==> src/rtl/rx_desc_pkg.sv <==
/*
 * Constants and types shared by the receive descriptor-list DMA:
 * register offsets, control bits, descriptor word layout, states.
 * Assumes a 32-bit APB register bus and a 32-bit host memory port.
 */
package rx_desc_pkg;

    // ************************************************************
    // Register map (byte addresses)
    // ************************************************************
    localparam logic [7:0] ctrl_off          = 8'h00;
    localparam logic [7:0] rx_list_base_off  = 8'h04;
    localparam logic [7:0] tx_list_base_off  = 8'h08;
    localparam logic [7:0] status_off        = 8'h0c;
    localparam logic [7:0] poll_off          = 8'h10;
    localparam logic [7:0] cur_desc_off      = 8'h14;
    localparam logic [7:0] frame_count_off   = 8'h18;

    // Control register bits
    localparam int ctrl_rx_enable_bit        = 0;
    localparam int ctrl_chain_enable_bit     = 1;

    // Status register bits
    localparam int stat_active_bit           = 0;
    localparam int stat_waiting_bit          = 1;
    localparam int stat_first_pending_bit    = 2;

    // ************************************************************
    // Descriptor layout
    // ************************************************************
    localparam logic [31:0] desc_word0_off   = 32'h0000_0000;
    localparam logic [31:0] desc_word1_off   = 32'h0000_0004;
    localparam logic [31:0] desc_word2_off   = 32'h0000_0008;
    localparam logic [31:0] desc_word3_off   = 32'h0000_000c;
    localparam int own_bit                   = 31;
    localparam int first_buffer_bit          = 30;
    localparam int last_buffer_bit           = 29;
    localparam int ip_bad_bit                = 28;
    localparam int tcp_bad_bit               = 27;
    localparam int size_width                = 11;
    localparam int word_bytes                = 4;

    // ************************************************************
    // Engine states
    // ************************************************************
    typedef enum logic [3:0] {
        st_idle,
        st_fetch0,
        st_fetch1,
        st_fetch2,
        st_fetch3,
        st_decide,
        st_data,
        st_write,
        st_drop,
        st_close,
        st_wait_own
    } state_t;

endpackage

==> src/rtl/rx_descriptor_list_dma.sv <==
/*
 * Receive descriptor-list DMA engine with APB register slave.
 * Walks a forward-linked receive descriptor ring in host physical
 * memory, fills buffers from a word stream and hands descriptors
 * back. Assumes a host memory port that holds req until ack, and a
 * frame source whose valid stays high until accepted.
 */
// The APB interface to the registers and the address map were decided locally.
`timescale 1ns/10ps

module rx_descriptor_list_dma (
    // Clock and reset
    input  wire logic        pclk,
    input  wire logic        presetn,
    // APB slave
    input  wire logic        psel,
    input  wire logic        penable,
    input  wire logic        pwrite,
    input  wire logic [7:0]  paddr,
    input  wire logic [31:0] pwdata,
    output logic      [31:0] prdata,
    output logic             pready,
    output logic             pslverr,
    // Host memory master
    output logic             mem_req,
    output logic             mem_we,
    output logic      [31:0] mem_addr,
    output logic      [31:0] mem_wdata,
    input  wire logic        mem_ack,
    input  wire logic [31:0] mem_rdata,
    // Received frame word stream
    input  wire logic        rx_valid,
    output logic             rx_ready,
    input  wire logic [31:0] rx_data,
    input  wire logic        rx_last,
    input  wire logic        rx_ip_checksum_bad,
    input  wire logic        rx_tcp_checksum_bad
);

    // ************************************************************
    // State
    // ************************************************************
    typedef struct packed {
        rx_desc_pkg::state_t               state;
        logic                              rx_enable;
        logic                              chain_enable;
        logic [31:0]                       rx_list_base;
        logic [31:0]                       tx_list_base;
        logic [31:0]                       desc_addr;
        logic [31:0]                       buf_addr;
        logic [31:0]                       next_addr;
        logic [rx_desc_pkg::size_width-1:0] buf_bytes;
        logic [rx_desc_pkg::size_width-1:0] byte_cnt;
        logic                              first_pending;
        logic                              first_buffer_flag;
        logic                              last_buffer_flag;
        logic                              ip_checksum_bad;
        logic                              tcp_checksum_bad;
        logic                              poll;
        logic [31:0]                       frame_count;
        logic                              mem_req;
        logic                              mem_we;
        logic [31:0]                       mem_addr;
        logic [31:0]                       mem_wdata;
        logic                              rx_ready;
        logic [31:0]                       prdata;
        logic                              pready;
        logic                              pslverr;
    } dma_state_t;

    dma_state_t cur;
    dma_state_t next_cur;

    logic                               apb_access;
    logic                               apb_write;
    logic                               room;
    logic [rx_desc_pkg::size_width:0]   fill_after;
    logic [31:0]                        close_word;
    logic [31:0]                        status_word;

    localparam logic [rx_desc_pkg::size_width-1:0] size_zero = '0;
    localparam logic [rx_desc_pkg::size_width-1:0] word_step =
        rx_desc_pkg::size_width'(rx_desc_pkg::word_bytes);

    // ************************************************************
    // Next-state logic
    // ************************************************************
    always_comb begin
        next_cur    = cur;
        apb_access  = psel && penable && !cur.pready;
        apb_write   = psel && penable && cur.pready && pwrite;
        fill_after  = {1'b0, cur.byte_cnt} + {1'b0, word_step};
        room        = (fill_after <= {1'b0, cur.buf_bytes});

        // Ownership clear and status flags go out in one write
        close_word                                = '0;
        close_word[rx_desc_pkg::own_bit]          = 1'b0;
        close_word[rx_desc_pkg::first_buffer_bit] = cur.first_buffer_flag;
        close_word[rx_desc_pkg::last_buffer_bit]  = cur.last_buffer_flag;
        close_word[rx_desc_pkg::ip_bad_bit]       = cur.last_buffer_flag && cur.ip_checksum_bad;
        close_word[rx_desc_pkg::tcp_bad_bit]      = cur.last_buffer_flag && cur.tcp_checksum_bad;

        status_word = '0;
        status_word[rx_desc_pkg::stat_active_bit]        = (cur.state != rx_desc_pkg::st_idle) &&
                                                           (cur.state != rx_desc_pkg::st_wait_own);
        status_word[rx_desc_pkg::stat_waiting_bit]       = (cur.state == rx_desc_pkg::st_wait_own);
        status_word[rx_desc_pkg::stat_first_pending_bit] = cur.first_pending;

        // ********************************************************
        // APB slave: one wait state, answer registered
        // ********************************************************
        next_cur.pready  = apb_access;
        next_cur.pslverr = 1'b0;
        next_cur.prdata  = '0;
        if (apb_access) begin
            case (paddr)
                rx_desc_pkg::ctrl_off: begin
                    next_cur.prdata[rx_desc_pkg::ctrl_rx_enable_bit]    = cur.rx_enable;
                    next_cur.prdata[rx_desc_pkg::ctrl_chain_enable_bit] = cur.chain_enable;
                end
                rx_desc_pkg::rx_list_base_off: next_cur.prdata = cur.rx_list_base;
                rx_desc_pkg::tx_list_base_off: next_cur.prdata = cur.tx_list_base;
                rx_desc_pkg::status_off:       next_cur.prdata = status_word;
                rx_desc_pkg::poll_off:         next_cur.prdata = '0;
                rx_desc_pkg::cur_desc_off:     next_cur.prdata = cur.desc_addr;
                rx_desc_pkg::frame_count_off:  next_cur.prdata = cur.frame_count;
                default:                       next_cur.pslverr = 1'b1;
            endcase
        end
        if (apb_write) begin
            case (paddr)
                rx_desc_pkg::ctrl_off: begin
                    next_cur.rx_enable    = pwdata[rx_desc_pkg::ctrl_rx_enable_bit];
                    next_cur.chain_enable = pwdata[rx_desc_pkg::ctrl_chain_enable_bit];
                end
                rx_desc_pkg::rx_list_base_off: begin
                    next_cur.rx_list_base = pwdata;
                    next_cur.desc_addr    = pwdata;
                end
                rx_desc_pkg::tx_list_base_off: next_cur.tx_list_base = pwdata;
                rx_desc_pkg::poll_off:         next_cur.poll         = 1'b1;
                default: begin
                end
            endcase
        end

        // ********************************************************
        // Descriptor engine
        // ********************************************************
        case (cur.state)
            rx_desc_pkg::st_idle: begin
                if (cur.rx_enable) begin
                    next_cur.state    = rx_desc_pkg::st_fetch0;
                    next_cur.mem_req  = 1'b1;
                    next_cur.mem_we   = 1'b0;
                    next_cur.mem_addr = cur.desc_addr + rx_desc_pkg::desc_word0_off;
                end
            end
            rx_desc_pkg::st_fetch0: begin
                if (mem_ack) begin
                    if (mem_rdata[rx_desc_pkg::own_bit]) begin
                        next_cur.state    = rx_desc_pkg::st_fetch1;
                        next_cur.mem_addr = cur.desc_addr + rx_desc_pkg::desc_word1_off;
                    end else begin
                        next_cur.state   = rx_desc_pkg::st_wait_own;
                        next_cur.mem_req = 1'b0;
                        // A poll landing in this very cycle must not be lost
                        next_cur.poll    = apb_write && (paddr == rx_desc_pkg::poll_off);
                    end
                end
            end
            rx_desc_pkg::st_fetch1: begin
                if (mem_ack) begin
                    next_cur.buf_bytes = mem_rdata[rx_desc_pkg::size_width-1:0];
                    next_cur.state     = rx_desc_pkg::st_fetch2;
                    next_cur.mem_addr  = cur.desc_addr + rx_desc_pkg::desc_word2_off;
                end
            end
            rx_desc_pkg::st_fetch2: begin
                if (mem_ack) begin
                    next_cur.buf_addr = mem_rdata;
                    next_cur.state    = rx_desc_pkg::st_fetch3;
                    next_cur.mem_addr = cur.desc_addr + rx_desc_pkg::desc_word3_off;
                end
            end
            rx_desc_pkg::st_fetch3: begin
                if (mem_ack) begin
                    next_cur.next_addr = mem_rdata;
                    next_cur.mem_req   = 1'b0;
                    next_cur.state     = rx_desc_pkg::st_decide;
                end
            end
            rx_desc_pkg::st_decide: begin
                next_cur.byte_cnt          = size_zero;
                next_cur.first_buffer_flag = 1'b0;
                next_cur.last_buffer_flag  = 1'b0;
                next_cur.ip_checksum_bad   = 1'b0;
                next_cur.tcp_checksum_bad  = 1'b0;
                if (cur.first_pending && cur.buf_bytes == size_zero) begin
                    // Empty first buffer: hand it back, frame starts in the next one
                    next_cur.state     = rx_desc_pkg::st_close;
                    next_cur.mem_req   = 1'b1;
                    next_cur.mem_we    = 1'b1;
                    next_cur.mem_addr  = cur.desc_addr + rx_desc_pkg::desc_word0_off;
                    next_cur.mem_wdata = '0;
                end else begin
                    next_cur.first_buffer_flag = cur.first_pending;
                    next_cur.state             = rx_desc_pkg::st_data;
                end
            end
            rx_desc_pkg::st_data: begin
                if (cur.rx_ready) begin
                    // Word taken at this edge; write it into the buffer
                    next_cur.rx_ready         = 1'b0;
                    next_cur.mem_req          = 1'b1;
                    next_cur.mem_we           = 1'b1;
                    next_cur.mem_addr         = cur.buf_addr + 32'(cur.byte_cnt);
                    next_cur.mem_wdata        = rx_data;
                    next_cur.last_buffer_flag = rx_last;
                    next_cur.ip_checksum_bad  = rx_last && rx_ip_checksum_bad;
                    next_cur.tcp_checksum_bad = rx_last && rx_tcp_checksum_bad;
                    next_cur.state            = rx_desc_pkg::st_write;
                end else if (!room) begin
                    if (cur.chain_enable) begin
                        // Buffer full, frame continues in the next descriptor
                        next_cur.state     = rx_desc_pkg::st_close;
                        next_cur.mem_req   = 1'b1;
                        next_cur.mem_we    = 1'b1;
                        next_cur.mem_addr  = cur.desc_addr + rx_desc_pkg::desc_word0_off;
                        next_cur.mem_wdata = close_word;
                    end else begin
                        // No chaining: the rest of the frame is discarded
                        next_cur.state    = rx_desc_pkg::st_drop;
                        next_cur.rx_ready = 1'b1;
                    end
                end else if (rx_valid) begin
                    next_cur.rx_ready = 1'b1;
                end
            end
            rx_desc_pkg::st_write: begin
                if (mem_ack) begin
                    next_cur.mem_req  = 1'b0;
                    next_cur.byte_cnt = fill_after[rx_desc_pkg::size_width-1:0];
                    if (cur.last_buffer_flag) begin
                        next_cur.state     = rx_desc_pkg::st_close;
                        next_cur.mem_req   = 1'b1;
                        next_cur.mem_addr  = cur.desc_addr + rx_desc_pkg::desc_word0_off;
                        next_cur.mem_wdata = close_word;
                    end else begin
                        next_cur.state = rx_desc_pkg::st_data;
                    end
                end
            end
            rx_desc_pkg::st_drop: begin
                if (rx_valid && rx_last && cur.rx_ready) begin
                    next_cur.rx_ready                                    = 1'b0;
                    next_cur.last_buffer_flag                            = 1'b1;
                    next_cur.state                                       = rx_desc_pkg::st_close;
                    next_cur.mem_req                                     = 1'b1;
                    next_cur.mem_we                                      = 1'b1;
                    next_cur.mem_addr                                    = cur.desc_addr;
                    next_cur.mem_wdata                                   = close_word;
                    next_cur.mem_wdata[rx_desc_pkg::last_buffer_bit]     = 1'b1;
                    next_cur.mem_wdata[rx_desc_pkg::ip_bad_bit]          = rx_ip_checksum_bad;
                    next_cur.mem_wdata[rx_desc_pkg::tcp_bad_bit]         = rx_tcp_checksum_bad;
                end
            end
            rx_desc_pkg::st_close: begin
                if (mem_ack) begin
                    next_cur.mem_req   = 1'b0;
                    next_cur.mem_we    = 1'b0;
                    next_cur.desc_addr = cur.next_addr;
                    if (cur.first_pending && cur.buf_bytes == size_zero) begin
                        next_cur.first_pending = 1'b1;
                    end else begin
                        next_cur.first_pending = cur.last_buffer_flag;
                    end
                    if (cur.last_buffer_flag) begin
                        next_cur.frame_count = cur.frame_count + 32'h0000_0001;
                    end
                    next_cur.state = rx_desc_pkg::st_idle;
                end
            end
            rx_desc_pkg::st_wait_own: begin
                // Host still owns the descriptor; re-read on a poll, or go back to idle when rx_enable is cleared
                if (cur.poll) begin
                    next_cur.poll  = 1'b0;
                    next_cur.state = rx_desc_pkg::st_idle;
                end else if (!cur.rx_enable) begin
                    next_cur.state = rx_desc_pkg::st_idle;
                end
            end
            default: begin
                next_cur.state   = rx_desc_pkg::st_idle;
                next_cur.mem_req = 1'b0;
            end
        endcase
    end

    // ************************************************************
    // State register
    // ************************************************************
    always_ff @(posedge pclk or negedge presetn) begin
        if (!presetn) begin
            cur               <= '0;
            cur.state         <= rx_desc_pkg::st_idle;
            cur.first_pending <= 1'b1;
        end else begin
            cur <= next_cur;
        end
    end

    // ************************************************************
    // Outputs
    // ************************************************************
    assign prdata    = cur.prdata;
    assign pready    = cur.pready;
    assign pslverr   = cur.pslverr;
    assign mem_req   = cur.mem_req;
    assign mem_we    = cur.mem_we;
    assign mem_addr  = cur.mem_addr;
    assign mem_wdata = cur.mem_wdata;
    assign rx_ready  = cur.rx_ready;

endmodule

==> config.mk <==
export PLATFORM = sky130hd
export DESIGN_NAME = rx_descriptor_list_dma
export DESIGN_NICKNAME = d
export VERILOG_FILES = /design/src/rtl/rx_desc_pkg.sv /design/src/rtl/rx_descriptor_list_dma.sv
export SDC_FILE = /design/constraint.sdc
export NUM_CORES = 1
export LEC_CHECK = 0
export BUFFER_PORTS_ARGS = -buffer_cell sky130_fd_sc_hd__buf_2
export CORE_MARGIN = 2
export CORE_UTILIZATION = 30
export DETAILED_ROUTE_END_ITERATION = 12
export HOLD_SLACK_MARGIN = 0.1
export SETUP_SLACK_MARGIN = 0.02
export SLEW_MARGIN = 10
export SYNTH_ARGS = -nofsm -noshare
export SYNTH_HDL_FRONTEND = slang
export SYNTH_SLANG_ARGS = --single-unit
==> constraint.sdc <==
create_clock -name pclk -period 6.65 [get_ports pclk]
set_input_delay 0.665 -clock pclk [delete_from_list [all_inputs] [get_ports pclk]]
set_output_delay 0.665 -clock pclk [all_outputs]
set_load 0.05 [all_outputs]
==> results of run 1 <==
logic make-up after synthesis:
logic type / after synthesis
muxes: 122
and+or+nand+nor: 564
DFF: 325
AOI/OAI and AO/OA: 377
buffers and inverters: 233
adders and majority gates: 23
xor gates and xnor gates: 68
per-layer routing:
metal	vias to the layer above	GRT usage
met4	6	0.0574
met3	87	0.0382
met1	6845	0.270
met5	-	0
li1	6252	-
met2	585	0.285
state kept, by name (all words and copies together), names as in the netlist:
| name | cells |
|---|---|
| pready | 1 |
| pslverr | 1 |
| mem_we | 1 |
| cur | 222 |
| mem_addr | 32 |
| close_word | 2 |
| rx_ready | 1 |
| mem_req | 1 |
| mem_wdata | 32 |
| prdata | 32 |
critical path: stages (launching register included):
cell and delay, ps:
dfrtp_1 480, ha_1 310, and3_1 210, nand3_1 90, xnor2_1 190, ha_1 310
o21ai_0 80, nor2_1 120, o22ai_1 120, nor3_1 450, nor2_1 170, or4_2 1070
mux2_4 410
synthesized netlist by cell type, types with 19 or more instances:
cell        n  area [µm²]
and3_1     19         119
nand3_1    54         270
buf_1      20        75.1
dfrtp_1   324        8110
buf_4      97         728
a22o_1     32         280
a21oi_1    84         420
nand4_1    28         175
nor3_1     29         145
xnor2_1    44         385
inv_1      24        90.1
nor2_1     98         368
a222oi_1   29         290
o21ai_0    71         355
mux2_2    115        1290
nand2_1   262         983
ha_1       22         275
a31oi_1    58         363
clkbuf_1   80         300
xor2_1     24         210
metrics by stage:
step	std cells	total power, mW	hold WS (ps)
6_report	2559	8.26	94.2
4_1_cts	2559	8.27	108
3_3_place_gp	2487	6.00	456
3_5_place_dp	2487	6.04	461
2_1_floorplan	1712	5.23	369
5_1_grt	2559	8.71	128
path summary, 6_finish.rpt:
path | from | endpoint | slack [ps] | cells past startpoint
worst max-delay path | cur[141] | mem_wdata[30] | 2510 | 12
worst min-delay path | presetn | prdata[25] | 90 | 1
worst max register to register | cur[141] | mem_wdata[30] | 2510 | 12
worst min register to register | mem_addr[7] | mem_addr[7] | 470 | 2
max in group asynchronous | presetn | mem_wdata[10] | 5090 | 2
min in group pclk | pwdata[12] | cur[301] | 340 | 3
area by class of cell:
type / instances / area, µm² / area share
clock buffers: 51 / 1110 / 0.0578
clock inverters: 21 / 219 / 0.0114
flip-flops and latches: 325 / 8130 / 0.423
inverters: 24 / 90.1 / 0.00468
multi-input cells: 1154 / 7490 / 0.389
repair buffers: 236 / 1260 / 0.0654
well taps: 748 / 936 / 0.0486
power breakdown:
part	internal [mW]	leakage, nW	switching (mW)
Clock	1.31	0.647	0.903
Combinational	1.01	3.99	1.84
Sequential	2.48	4.26	0.713
Total	4.80	8.90	3.45
==> flow_metrics.tcl, run 1 <==
set metrics [dict create \
    mostFrequentLayoutCells "dfrtp_1 (324), nand2_1 (260), buf_2 (213)" \
    setup_violations 0 \
    ys_async_sr_fraction 1.00 \
    ir_worst_vdd_v 0.000197 \
    antenna_found_initial 3 \
    cts_sinks 325 \
    ys.flop_type "dfrtp_1" \
    dpl_cell_area_um2 17900 \
    drt-initial-drc-count 1353 \
    place_ws_ps 2450 \
    syn-num-nets 1849 \
    cts_tree "yes" \
    routed-wl-met2_um 24600 \
    clock_path_buffers 3 \
    grt_pass1_vias 13400 \
    nFillCells 5642 \
    clk_latency_ps 560 \
    wl_met1_um 25100 \
    post-route-period-util 0.623 \
    synth_cells 1712 \
    worst_pin_slew_ps 1050 \
    synth_compound_area_frac 0.152 \
    crit_type "register to register" \
    cts.repair.resized 0 \
    start_util 0.305 \
    synth_edf_count 0 \
    yosys.area_share.adder 0.0175 \
    die-area_um2 58100 \
    muxShareOfSynthArea 0.0816 \
    wl_per_cell_um 21.5 \
    hold_viol 0 \
    worst_ep_required_time_ps 7080 \
    fin_util 0.348 \
    diodes 0 \
    synth_top_family_by_area "simple AND/OR/NAND/NOR gates" \
    synth-xor-area-share 0.0354 \
    drc 0 \
    cp-end-kind "register" \
    htree_levels 2 \
    hold_buffers 0 \
    fmax_mhz 241 \
    slew_viol_final 0 \
    synth-seq-cells 325 \
    grt_max_degree 175 \
    grt-ovfl-total 0 \
    rsz0062_at_grt "false" \
    worst_ep_arrival_time_ps 4580 \
    io_pins 215 \
    dp.final_hpwl_um 39800 \
    hold_class "primary input to async pin" \
    highest_layer "met5" \
    die_y_um 241 \
    numCtsBuffers 39 \
    synth_area_um2 16800 \
    wl_met3_um 3980 \
    drive_gt1_frac 0.245 \
    rows 86 \
    maxCapViolations 0 \
    die_w_um 241 \
    clock_skew_ps 20.8 \
    area.growth.synth_to_final_pct 14.2 \
    crit_fanout 32 \
    cts-root-buf "clkbuf_16" \
    yosys.area_share.simple 0.156 \
    final_area_um2 19200 \
    powerDensity_nw_per_um2 429 \
    avgSynthCellArea_um2 9.84 \
    synth_cell_types 76 \
    gp_congestion 0.905 \
    ys_warn_count 0 \
    setup_ws_ps 2510 \
    dr.pass1.iters 9 \
    io_buffers 214 \
    routed_via_density 5.38 \
    grt.total_usage 0.188 \
    min_period_ps 4140 \
    cts_setup_buffers 0 \
    core_um2 55300 \
    status "complete, no violations" \
    ys_seq_area_frac 0.483 \
    layout_commonest_cell "dfrtp_1" \
    ant_nets 0 \
    grt_pass1_wl_um 83500 \
    cp-start-kind "register" \
    relSlewSlack 0.294 \
    leakagePower_nw 8.90 \
    fin_nets 1917 \
    fin_setup_tns_ps 0 \
    vias 13800 \
    clkTransAtPathRegs_ps 60 \
    finalWirelength_um 55000 \
]
(Power assumes the default switching activity.)
==> run 2: changes to the inputs <==
- clock period: 6.65 -> 4 ns (I/O delays scaled with it)
==> flow_metrics.tcl, run 2 (synthesis results as in run 1) <==
set metrics [dict create \
    cpPeakStageDelay_ps 530 \
    mostFrequentLayoutCells "dfrtp_1 (324), nand2_1 (261), buf_2 (213)" \
    die_y_um 241 \
    rows 86 \
    cts_tree "yes" \
    cp-start-kind "register" \
    die-area_um2 58100 \
    min_period_ps 3620 \
    cts-root-buf "clkbuf_16" \
    grt_pass1_wl_um 84500 \
    drc 0 \
    hold_viol 0 \
    io_buffers 214 \
    clkTransAtPathRegs_ps 60 \
    status "complete, no violations" \
    die_w_um 241 \
    hold_buffers 56 \
    diodes 0 \
    worst-path-buf-inv 1 \
    slowest_stage "or4_1" \
    cts_sinks 325 \
    largest_reg_flops 222 \
    dr.pass1.iters 6 \
    core_um2 55300 \
    r2r_end "mem_wdata[30]" \
    clock_path_buffers 3 \
    swShare 0.413 \
    rsz0062_at_grt "false" \
    grt.total_usage 0.190 \
    leakagePower_nw 9.23 \
    wl_per_cell_um 21.1 \
    powerDensity_nw_per_um2 688 \
    hold_class "primary input to register" \
    htree_levels 2 \
    intPower_mw 8.04 \
    crit_type "register to register" \
    rr_worst_depth 13 \
    fin_total_pwr_mw 13.7 \
    ff2ff_setup_slack_ps 380 \
    cp-end-kind "register" \
    layout_commonest_cell "dfrtp_1" \
    antenna_found_initial 1 \
    grt-ovfl-total 0 \
    regMostFlops "cur" \
    worst_ep_arrival_time_ps 4040 \
    switching_power_mw 5.66 \
    maxCapViolations 0 \
    pwr-share-seq 0.381 \
    ant_nets 0 \
    crit_top_cell "nor2_1" \
    fmax_mhz 276 \
    numCtsBuffers 37 \
    p_comb_frac 0.361 \
    clk_latency_ps 560 \
    start_util 0.305 \
    drt-initial-drc-count 1532 \
    vias 14000 \
    area.growth.synth_to_final_pct 18.3 \
    crit_fanout 32 \
    path_cells "and3_1 -> and4_1 -> nand2_1 -> xnor2_1 -> ha_1 -> o21ai_0 -> nor2_1 -> o22ai_1 -> nor3_1 -> nor2_1 -> or4_1 -> buf_4 -> mux2_4" \
    grt_max_degree 118 \
    gp_congestion 0.891 \
    grt_pass1_vias 13600 \
    drive_gt1_frac 0.243 \
    slew_viol_final 0 \
    relSlewSlack 0.323 \
    worst_pin_slew_ps 1020 \
    post-route-period-util 0.905 \
    setup_violations 0 \
    worst_ep_required_time_ps 4420 \
    rr_startpoint "cur[143]" \
    pwr-share-clk 0.258 \
    cts.repair.resized 0 \
    dp.final_hpwl_um 40800 \
    cts_setup_buffers 0 \
    critPathTopFamily "simple AND/OR/NAND/NOR gates" \
    ir_worst_vdd_v 0.000249 \
    io_pins 215 \
    fin_setup_tns_ps 0 \
    cp_num_cells 13 \
    fin_nets 1994 \
    critPathLaunch "cur[143]" \
    crit_end "mem_wdata[30]" \
    routed_via_density 5.33 \
    finalWirelength_um 55600 \
    clock_skew_ps 32.4 \
]
==> run 2: area by class of cell <==
type	instances	area, µm²
Fill cell	5581	35400
Sequential cell	325	8130
Multi-Input combinational cell	1154	7490
Timing Repair Buffer	315	2020
Clock buffer	50	1070
Tap cell	748	936
Clock inverter	16	198
Inverter	24	90.1
==> run 2: routing by layer <==
metal	up-vias	global-route usage	part of all wire
met5	-	0	0.00014
met4	2	0.0561	0.020
met3	63	0.0277	0.068
met2	580	0.298	0.46
met1	7004	0.272	0.45
li1	6381	-	-
==> run 2: worst min-delay path by stage <==
stage	to	cells after the start	start
6_report	cur[209]	2	mem_rdata[16]
5_1_grt	cur[210]	2	mem_rdata[17]
4_1_cts	cur[282]	2	pwdata[25]
3_5_place_dp	cur[298]	2	cur[298]
3_3_place_gp	cur[298]	2	cur[298]
2_1_floorplan	close_word[29]	0	presetn
==> run 2: metrics by stage <==
stage               cell area, µm²   util  hold slack (ps)  instances  worst slack (ps)
floorplan                    16800      -              104       1712               934
global placement             18100  0.327              456       2510               405
detailed placement           18100  0.327              461       2510               432
CTS                          19900  0.360              101       2632               402
global route                 19900  0.360              116       2632               114
finish                       19900  0.360              119       2632               381
==> run 2: power groups by stage <==
stage	registers (mW)	logic, mW	clock network (mW)
6_report	5.22	4.94	3.54
5_1_grt	5.34	5.35	3.75
4_1_cts	5.20	4.92	3.63
3_5_place_dp	5.25	4.87	0
3_3_place_gp	5.23	4.81	0
2_1_floorplan	4.67	4.02	0
